## src/pdmo_pkg.sv

```systemverilog
package pdmo_pkg;
   // Modulator sample width and accumulator width
   localparam int SAMPLE_W = 16;
   localparam int ACC_W = 20;
   // Sleep detection: clock below this rate means sleep
   localparam int SLEEP_HZ = 1000;
   localparam int CLK_HZ = 100_000_000;
   localparam int SLEEP_CYC = CLK_HZ / SLEEP_HZ;
   localparam int SLEEP_W = 17;
   // Strap level meaning
   localparam logic STRAP_RIGHT = 1'b0;
   localparam logic STRAP_LEFT = 1'b1;
   // Reset value of the data output
   localparam logic DATA_RST = 1'b0;

   // Pin group of the shared data line
   typedef struct packed {
      logic dataOut;
      logic dataOe;
   } pdmo_pin_t;

   // Sleep or run state
   typedef enum logic [1:0] {
      PDMO_SLEEP = 2'b01,
      PDMO_RUN = 2'b10
   } pdmo_state_t;
endpackage

```

## src/pdmo_port.sv

```systemverilog
`timescale 1ns/10ps
// Behaviour
// - Data pin carries one fourth-order modulator bit per clock, unframed
// - Left strap: new bit launched on falling clock edge
// - Right strap: new bit launched on rising clock edge
// - Drive during own half period, release to high impedance otherwise
// - Strap low selects right channel, right half-slot
// - Strap high selects left channel, left half-slot
// - Left and right devices share one wire and one clock
// - Alone on line, data changes only on own single edge
// - Many ones means near positive full scale
// - Many zeros means near negative full scale
// - Zero input gives alternating ones and zeros
// - Sleep on clock stop or below 1 kHz, output released
module pdmo_port
   import pdmo_pkg::*;
#(
   parameter int SLEEP_CYCLES = SLEEP_CYC
) (
   input wire logic clk,
   input wire logic arst_n,
   input wire logic clkEn,
   input wire logic bitClk,
   input wire logic chanSel,
   input wire logic signed [pdmo_pkg::SAMPLE_W-1:0] audioIn,
   output pdmo_pkg::pdmo_pin_t dataPin,
   output logic asleep
);
   import pdmo_pkg::*;

   // Pin synchronisers and latched strap
   logic [2:0] clkSync_q, clkSync_d;
   logic [1:0] selSync_q, selSync_d;
   logic isLeft_q, isLeft_d;
   // Sleep detection and state
   logic [SLEEP_W-1:0] idleCnt_q, idleCnt_d;
   pdmo_state_t state_q, state_d;
   // Modulator integrators
   logic signed [ACC_W-1:0] int_q [4];
   logic signed [ACC_W-1:0] int_d [4];
   // Output bit and driver enable
   logic bit_q, bit_d;
   logic oe_q, oe_d;
   // Decoded clock edges and helpers
   logic rise, fall, launch, release_, sleepHit;
   logic signed [ACC_W-1:0] fb;
   logic signed [ACC_W-1:0] quant;

   // Edge detection reads only the second and third stages
   assign rise = clkSync_q[1] & ~clkSync_q[2];
   assign fall = ~clkSync_q[1] & clkSync_q[2];
   // Left launches on fall, right on rise
   assign launch = isLeft_q ? fall : rise;
   assign release_ = isLeft_q ? rise : fall;
   assign sleepHit = (idleCnt_q >= SLEEP_W'(SLEEP_CYCLES - 1));
   // Full-scale feedback: a one feeds back positive full scale
   assign fb = bit_q ? ACC_W'(32767) : -ACC_W'(32768);

   // Synchronisers, strap, idle counter and state
   always_comb begin
      clkSync_d = {clkSync_q[1:0], bitClk};
      selSync_d = {selSync_q[0], chanSel};
      isLeft_d = isLeft_q;
      idleCnt_d = idleCnt_q;
      state_d = state_q;
      if (rise) begin
         idleCnt_d = '0;
      end else if (!sleepHit) begin
         idleCnt_d = idleCnt_q + SLEEP_W'(1);
      end
      case (state_q)
         PDMO_SLEEP: begin
            isLeft_d = (selSync_q[1] == STRAP_LEFT);
            if (rise) begin
               state_d = PDMO_RUN;
            end
         end
         PDMO_RUN: begin
            if (sleepHit) begin
               state_d = PDMO_SLEEP;
            end
         end
         default: begin
            state_d = PDMO_SLEEP;
         end
      endcase
   end

   // Fourth-order modulator and output driver
   always_comb begin
      for (int i = 0; i < 4; i++) begin
         int_d[i] = int_q[i];
      end
      bit_d = bit_q;
      oe_d = oe_q;
      quant = '0;
      // A launch edge that meets the sleep limit must not drive again
      if (state_q != PDMO_RUN || sleepHit) begin
         oe_d = 1'b0;
      end else if (launch) begin
         // First integrator takes input minus one-bit feedback
         int_d[0] = int_q[0] + ACC_W'(audioIn) - fb;
         // Each later stage smooths the one before it; bounded, so the loop is stable
         int_d[1] = int_q[1] + ((int_q[0] - int_q[1]) >>> 2);
         int_d[2] = int_q[2] + ((int_q[1] - int_q[2]) >>> 2);
         int_d[3] = int_q[3] + ((int_q[2] - int_q[3]) >>> 2);
         // Quantiser: sign decides the bit; zero input toggles
         quant = int_d[0] + (int_d[3] >>> 4);
         bit_d = (quant > 0) || (quant == 0 && !bit_q);
         oe_d = 1'b1;
      end else if (release_) begin
         oe_d = 1'b0;
      end
   end

   always_ff @(posedge clk or negedge arst_n) begin
      if (!arst_n) begin
         clkSync_q <= '0;
         selSync_q <= '0;
         isLeft_q <= 1'b0;
         idleCnt_q <= '0;
         state_q <= PDMO_SLEEP;
         for (int i = 0; i < 4; i++) begin
            int_q[i] <= '0;
         end
         bit_q <= DATA_RST;
         oe_q <= 1'b0;
      end else if (clkEn) begin
         clkSync_q <= clkSync_d;
         selSync_q <= selSync_d;
         isLeft_q <= isLeft_d;
         idleCnt_q <= idleCnt_d;
         state_q <= state_d;
         for (int i = 0; i < 4; i++) begin
            int_q[i] <= int_d[i];
         end
         bit_q <= bit_d;
         oe_q <= oe_d;
      end
   end

   // Pin group driven as one word
   assign dataPin = pdmo_pin_t'{bit_q, oe_q};
   assign asleep = (state_q == PDMO_SLEEP);

   // Driver enable follows the launch and release edges
   launch_drive_a: assert property (@(posedge clk) disable iff (!arst_n)
      clkEn && state_q == PDMO_RUN && launch && !sleepHit |=> oe_q)
      else $error("driver not enabled after launch");
   release_hiz_a: assert property (@(posedge clk) disable iff (!arst_n)
      clkEn && release_ |=> !oe_q)
      else $error("driver not released");
   left_edge_a: assert property (@(posedge clk) disable iff (!arst_n)
      clkEn && isLeft_q && rise |=> $stable(bit_q))
      else $error("left data changed on rising edge");
   right_edge_a: assert property (@(posedge clk) disable iff (!arst_n)
      clkEn && !isLeft_q && fall |=> $stable(bit_q))
      else $error("right data changed on falling edge");
   sleep_hiz_a: assert property (@(posedge clk) disable iff (!arst_n)
      state_q == PDMO_SLEEP |-> !oe_q)
      else $error("driving while asleep");
   sleep_entry_a: assert property (@(posedge clk) disable iff (!arst_n)
      clkEn && state_q == PDMO_RUN && sleepHit |=> state_q == PDMO_SLEEP)
      else $error("sleep not entered");
   strap_left_a: assert property (@(posedge clk) disable iff (!arst_n)
      state_q == PDMO_RUN && isLeft_q |-> !(oe_q && clkSync_q[2]
      && clkSync_q[1] && $past(clkSync_q[2]) && $past(clkSync_q[1])
      && $past(oe_q,2) == 1'b0))
      else $error("left device driving in high phase");
   one_bit_a: assert property (@(posedge clk) disable iff (!arst_n)
      clkEn && state_q == PDMO_RUN && !launch |=> $stable(int_q[3]))
      else $error("modulator stepped off edge");

   // Strap is frozen while streaming
   strap_hold_a: assert property (@(posedge clk) disable iff (!arst_n)
      state_q == PDMO_RUN |=> $stable(isLeft_q))
      else $error("strap changed while running");

   // Driver turns on only after a launch edge
   oe_rise_a: assert property (@(posedge clk) disable iff (!arst_n)
      $rose(oe_q) |-> $past(clkEn && launch && state_q == PDMO_RUN))
      else $error("driver enabled without launch edge");

   // Driver turns off only on release, sleep or leaving run
   oe_fall_a: assert property (@(posedge clk) disable iff (!arst_n)
      $fell(oe_q) |-> $past(clkEn && (release_ || sleepHit
      || state_q != PDMO_RUN)))
      else $error("driver released at wrong time");

   // A new bit only appears while the driver is on
   data_driven_a: assert property (@(posedge clk) disable iff (!arst_n)
      $changed(bit_q) |-> oe_q)
      else $error("data changed while released");

   // Reaching the sleep limit releases the line
   sleep_release_a: assert property (@(posedge clk) disable iff (!arst_n)
      clkEn && sleepHit |=> !oe_q)
      else $error("line driven at sleep limit");

   // A rising clock edge wakes the port
   wake_rise_a: assert property (@(posedge clk) disable iff (!arst_n)
      clkEn && state_q == PDMO_SLEEP && rise |=> state_q == PDMO_RUN)
      else $error("no wake on rising edge");

   // Main scenarios
   wake_c: cover property (@(posedge clk) state_q == PDMO_SLEEP
      ##1 state_q == PDMO_RUN);
   left_c: cover property (@(posedge clk) isLeft_q && oe_q);
   right_c: cover property (@(posedge clk) !isLeft_q && oe_q);
   sleep_c: cover property (@(posedge clk) state_q == PDMO_RUN
      ##1 state_q == PDMO_SLEEP);
endmodule

```

## config.mk

```make
export PLATFORM = sky130hd
export DESIGN_NAME = pdmo_port
export DESIGN_NICKNAME = d
export VERILOG_FILES = /design/src/pdmo_pkg.sv /design/src/pdmo_port.sv
export SDC_FILE = /design/constraint.sdc
export NUM_CORES = 1
export LEC_CHECK = 0
export BUFFER_PORTS_ARGS = -buffer_cell sky130_fd_sc_hd__buf_2
export CORE_UTILIZATION = 25
export DETAILED_ROUTE_END_ITERATION = 16
export SLEW_MARGIN = 30
export SYNTH_ARGS = -nofsm -noshare
export SYNTH_HDL_FRONTEND = slang
export SYNTH_SLANG_ARGS = --single-unit
```

## constraint.sdc

```tcl
create_clock -name clk -period 6.53 [get_ports clk]
set_clock_uncertainty 0.15 [all_clocks]
set_input_delay 1.306 -clock clk [delete_from_list [all_inputs] [get_ports clk]]
set_output_delay 1.306 -clock clk [all_outputs]
set_load 0.1 [all_outputs]
```

# After elaboration in Yosys (flattened, before gate mapping)
# Cells that the tools add are included.
[word_totals]
mem_bits_ro = 0
n_memories = 0
latchBits = 0
output_inout_bits = 3
mem_bits_rw = 0
ff_bits = 107
[op_classes]
mux = 11
add_sub_neg = 10
shift = 0
n_eq_ne = 6
n_bitwise = 5
div = 0
n_lt_le_gt_ge = 2
n_mul = 0
reduce_logical = 11
[ops]
columns = ["cell", "count"]
rows = [
  ["subtractor 20 bit", 4],
  ["adder 20 x 18 -> 20 bit", 3],
  ["adder 20 x 16 -> 20 bit", 2],
  ["2-to-1 mux 17 bit", 2],
  ["logical NOT 32 bit", 1],
  ["> comparator 20 x 1 -> 1 bit (second input constant)", 1],
  ["2-to-1 mux 20 bit", 1],
  ["adder 17 x 1 -> 17 bit (second input constant)", 1],
  [">= comparator 17 bit (second input constant)", 1],
  ["inequality test 2 bit (second input constant)", 3],
  ["AND reduction 2 bit", 3],
  ["AND reduction 3 bit", 2],
  ["2-to-1 mux 1 bit", 5],
  ["2-to-1 mux 2 bit", 2],
  ["one-hot mux 2 bit (2 select lines)", 1],
  ["NOT 1 bit", 3],
  ["nonzero test 3 bit", 1],
  ["AND 1 bit", 2],
  ["== test 2 x 1 -> 1 bit (second input constant)", 1],
  ["== test 2 bit (second input constant)", 1],
  ["logical OR 1 bit", 2],
  ["inequality test 2 x 1 -> 1 bit (second input constant)", 1],
  ["logical AND 1 bit", 1],
  ["logical NOT 1 bit", 1],
]

# Logic depth before layout (Yosys ltp)
[logic_depth]
depth_word = 6
depth_mapped = 31
ltp_nobuf = 31

# Least setup slack after synthesis
# OpenSTA, ideal clock, no wires.
[synth_timing]
kind = "reg-to-reg"
startpoint = "register int_q[2] (netlist bit)"
endpoint = "register bit_q"
required_ns = 6.260
t_arrival_ns = 5.915
synth_period_minus_slack_ns = 6.185
setup_time_ns = 0.120
path_stages_with_launch = 28
path_slack_ns = 0.345
path_cell_list = "dfrtp_1 > inv_1 > ha_1 > a21o_1 > a31o_2 > a22o_1 > o41a_1 > and2_1 > o21ai_0 > nor2b_1 > a21oi_1 > xor2_1 > ha_1 > a21o_1 > a21o_1 > a21oi_1 > a21oi_1 > nor2b_1 > a31oi_1 > a211o_1 > xnor3_2 > ha_1 > a31oi_2 > and2_4 > mux2_1 > a211oi_1 > o2111ai_1 > o211a_1"
[synth_between]
elab_chain_len = 6
[synth_lines]
columns = ["item", "line", "rtl"]
rows = [
  ["from (decl)", "pdmo_port.sv:39", "logic signed [ACC_W-1:0] int_q [4];"],
  ["from (signal, indexed assignment)", "pdmo_port.sv:135", "int_q[i] <= int_d[i];"],
  ["subtractor 20 bit", "pdmo_port.sv:106", "int_d[3] = int_q[3] + ((int_q[2] - int_q[3]) >>> 2);"],
  ["adder 20 x 18 -> 20 bit *", "pdmo_port.sv:106", ""],
  ["adder 20 x 16 -> 20 bit *", "pdmo_port.sv:108", "quant = int_d[0] + (int_d[3] >>> 4);"],
  ["parallel branches: the longest is 2 deep, another holds > comparator 20 x 1 -> 1 bit", "n/a", ""],
  ["logical OR 1 bit *", "pdmo_port.sv:109", "bit_d = (quant > 0) || (quant == 0 && !bit_q);"],
  ["to (signal assigned)", "pdmo_port.sv:137", "bit_q <= bit_d;"],
  ["to (decl)", "pdmo_port.sv:42", "logic bit_q, bit_d;"],
]
# Every way passes the cells marked *.
# A chain may end at the register's enable or synchronous reset.

# Final worst setup path
# Ends and elaborated chain as after synthesis.

==> metrics.md <==
| Metric | Value |
|---|---|
| Clock buffer depth | 2 |
| Layout cells sized above 1 | under 10% |
| All-Layer GR Usage | between 10 and 15% |
| Dpl ws | -0.04039 ns |
| Syn Inst Count | roughly 1300 |
| Largest net degree at the start of global routing | between 70 and 80 |
| Hold Crit Class | reg -> reg |
| Clock root cell | clkbuf_16 |
| Slowest cell on crit path | a221o_1 |
| Commonest cells post-synth | 150 x ha_1, 144 x inv_1, 112 x nor2_1 |
| Drt wl/cell | ~13 um |
| Fin util | between 20% and 30% |
| Minimum clock period | ~6.3 ns |
| Post-Syn Area | 0.01107 sq mm |
| First-pass DRT Iterations | 5 |
| Fin crit share | between 90% and 100% |
| Highest clock rate | ~0.16 GHz |
| First-pass GRT wire length | between 40 and 50 mm |
| Post-synthesis sequential area ratio | roughly a quarter |
| Synthesized area per cell | 8.560 sq um |
| Post-synth EDFFs | 0 |
| Ys async rst share | 100.0% |
| Routability cong. | 0.8302 |
| Vias per std cell | around 4.7 |
| R2R Path Start | int_q[2] |
| Top-count cell post-synth | ha_1 |
| Critical path's most frequent cell | ha_1 |
| Worst stage delay on the critical path | 0.38 ns |
| CTS sink cnt | roughly 110 |
| Final critical-path setup slack | between 0.2 and 0.25 ns |
| CTS clk-pin slew, worst paths | about 0.08 ns |
| Netlist cell types | between 60 and 70 |
| # DRC | 0 |
| Register bit count reported by yosys | 107 |
| # rows | 76 |
| Syn nets | between 1000 and 1500 |
| Crit Path Category | reg -> reg |
| # hold bufs at CTS | 0 |
| Hold Path End | idleCnt_q[16] |
| Initial antenna violation count | 0 |
| Total grt overflow | 0 |
| Largest area contributor in the netlist | dfrtp_1 |
| Max-capacitance violation count | 0 |
| Detailed Route WL | 24.38 mm |
| Status | finished clean |
| Initial Utilization | around 26% |
| Area grow syn2layout | 11.13% |
| Arrival @ worst endpoint | 6.39 ns |
| FF-to-FF End | bit_q |
| Final HPWL DP | 19.15 mm |
| Top cell type's share of synthesized area | a little under a quarter |
| Die W | ~210 um |
| Final slew viol count | 0 |
| Area of the die | 0.04512 sq mm |
| H-tree depth | 3 |
| Initial DRC count | 418 |
| Top_reg_cell synth | dfrtp_1 |
| Core area | 0.04336 sq mm |
| Kind of end point of the critical path | register |
| Crit-path leading delay family | compound AO/OA/AOI/OAI gates |
| Final hold vios | 0 |
| Port Buffer Count | 23 |
| R2R setup slack | between 0.2 and 0.25 ns |
| Number of synthesis warnings | 0 |
| Post-layout nets | approximately 1500 |
| Worst Path Required | 6.63 ns |
| Worst Hold Depth | 2 |
| Top cells by area, synth | dfrtp_1 24%, ha_1 17%, xnor2_1 6.5%, inv_1 4.9%, a21oi_1 4.5% |
| Clock Latency Late Sink | approximately 0.37 ns |
| Number of global-route vias before repair | around 9000 |
| Slew margin rel. | 38.57% |
| # IOs | 24 |
| Crit start category | register |
| Ant diodes | 0 |
| R2R depth | 25 |
| Routed vias | around 9000 |
| Die height | 212.4 um |
| Final setup viols | 0 |
| Bufs and invs on worst path | 1 |
| CTS tree | built |
| Worst Hold Launch | idleCnt_q[16] |
| Antenna-violating nets left | 0 |
| Worst-Margin Slew | a little over 0.9 ns |
| CP Max Fanout | 4 |
| CTS Buf Count | 9 |
worst max path at each step:
| stage | startpoint | to | cells past startpoint |
|---|---|---|---|
| global route | int_q[2] | bit_q | 30 |
| global placement | int_q[2] | bit_q | 31 |
| detailed placement | int_q[2] | bit_q | 31 |
| floorplan | int_q[2] | bit_q | 27 |
| CTS | int_q[2] | bit_q | 27 |
| finish | int_q[2] | bit_q | 25 |
logic make-up after synthesis:
| group | synth area share (%) |
|---|---|
| and+or+nand+nor | 14.59 |
| DFF | 24.20 |
| buffers and inverters | 5.528 |
| AOI/OAI and AO/OA | 18.98 |
| adders and majority gates | 21.12 |
| muxes | 4.759 |
| xor gates and xnor gates | 10.82 |
flip-flops by register name, indices dropped and copies added (netlist names):
name and cells:
bit_q 1, clkSync_q 3, idleCnt_q 17, int_q 80, isLeft_q 1, oe_q 1, selSync_q 2, state_q 2
metal layers:
layer  routed length (um)  global-route usage (%)  up-vias
met5                    0                       0        -
met4                  344                   2.853        0
met3                  584                   1.610       27
met2                11180                   19.00      101
met1                12270                   14.73     4212
li1                     -                       -     4557
cell usage in the layout, fill, tap and decap left out, types with 16 or more instances in the layout:
master	Yosys	routed
ha_1	150	150
dfrtp_1	106	106
fa_1	23	23
inv_1	144	144
buf_2	0	22
a21oi_1	99	95
mux2_2	43	43
xnor2_1	82	82
xor2_1	52	52
o21ai_0	69	67
a21o_1	34	34
nand3_1	29	28
nor3_1	24	24
nor2_1	112	109
nand2_1	90	90
nor2b_1	24	23
nand2b_1	16	16
cell type report:
cell class / instances / area (sq um)
sequential: 107 / 2679
inverter: 144 / 540.5
clock buffer: 10 / 229.0
clock inverter: 6 / 88.84
multi-input combinational: 1025 / 7854
timing repair buffer: 31 / 177.7
fill: 4625 / 31060
tap: 585 / 732.0
through the flow:
step	std cells	hold slack [ns]	setup TNS, ns	area (sq um)
floorplan	1293	0.3133	0	11070
global placement	1891	0.3346	0	11910
detailed placement	1891	0.3393	-0.04039	11910
CTS	1907	0.3553	0	12230
global route	1908	0.3645	-0.04037	12300
finish	1908	0.3522	0	12300
worst min-delay path, cell delays in order (launching register included):
cell and delay (ns):
dfrtp_1 0.35, a31oi_1 0.04, nor2_1 0.07
repair_timing:
item / in CTS / in global routing
setup buffers: 0 / 1
setup endpoints to repair: 1 / 1
gates resized for setup: 1 / 16
pin swaps: 0 / 3
Power is left out: the tool's default activity adds up to more than one toggle a clock period on the data nets, which glitch-free logic cannot reach.
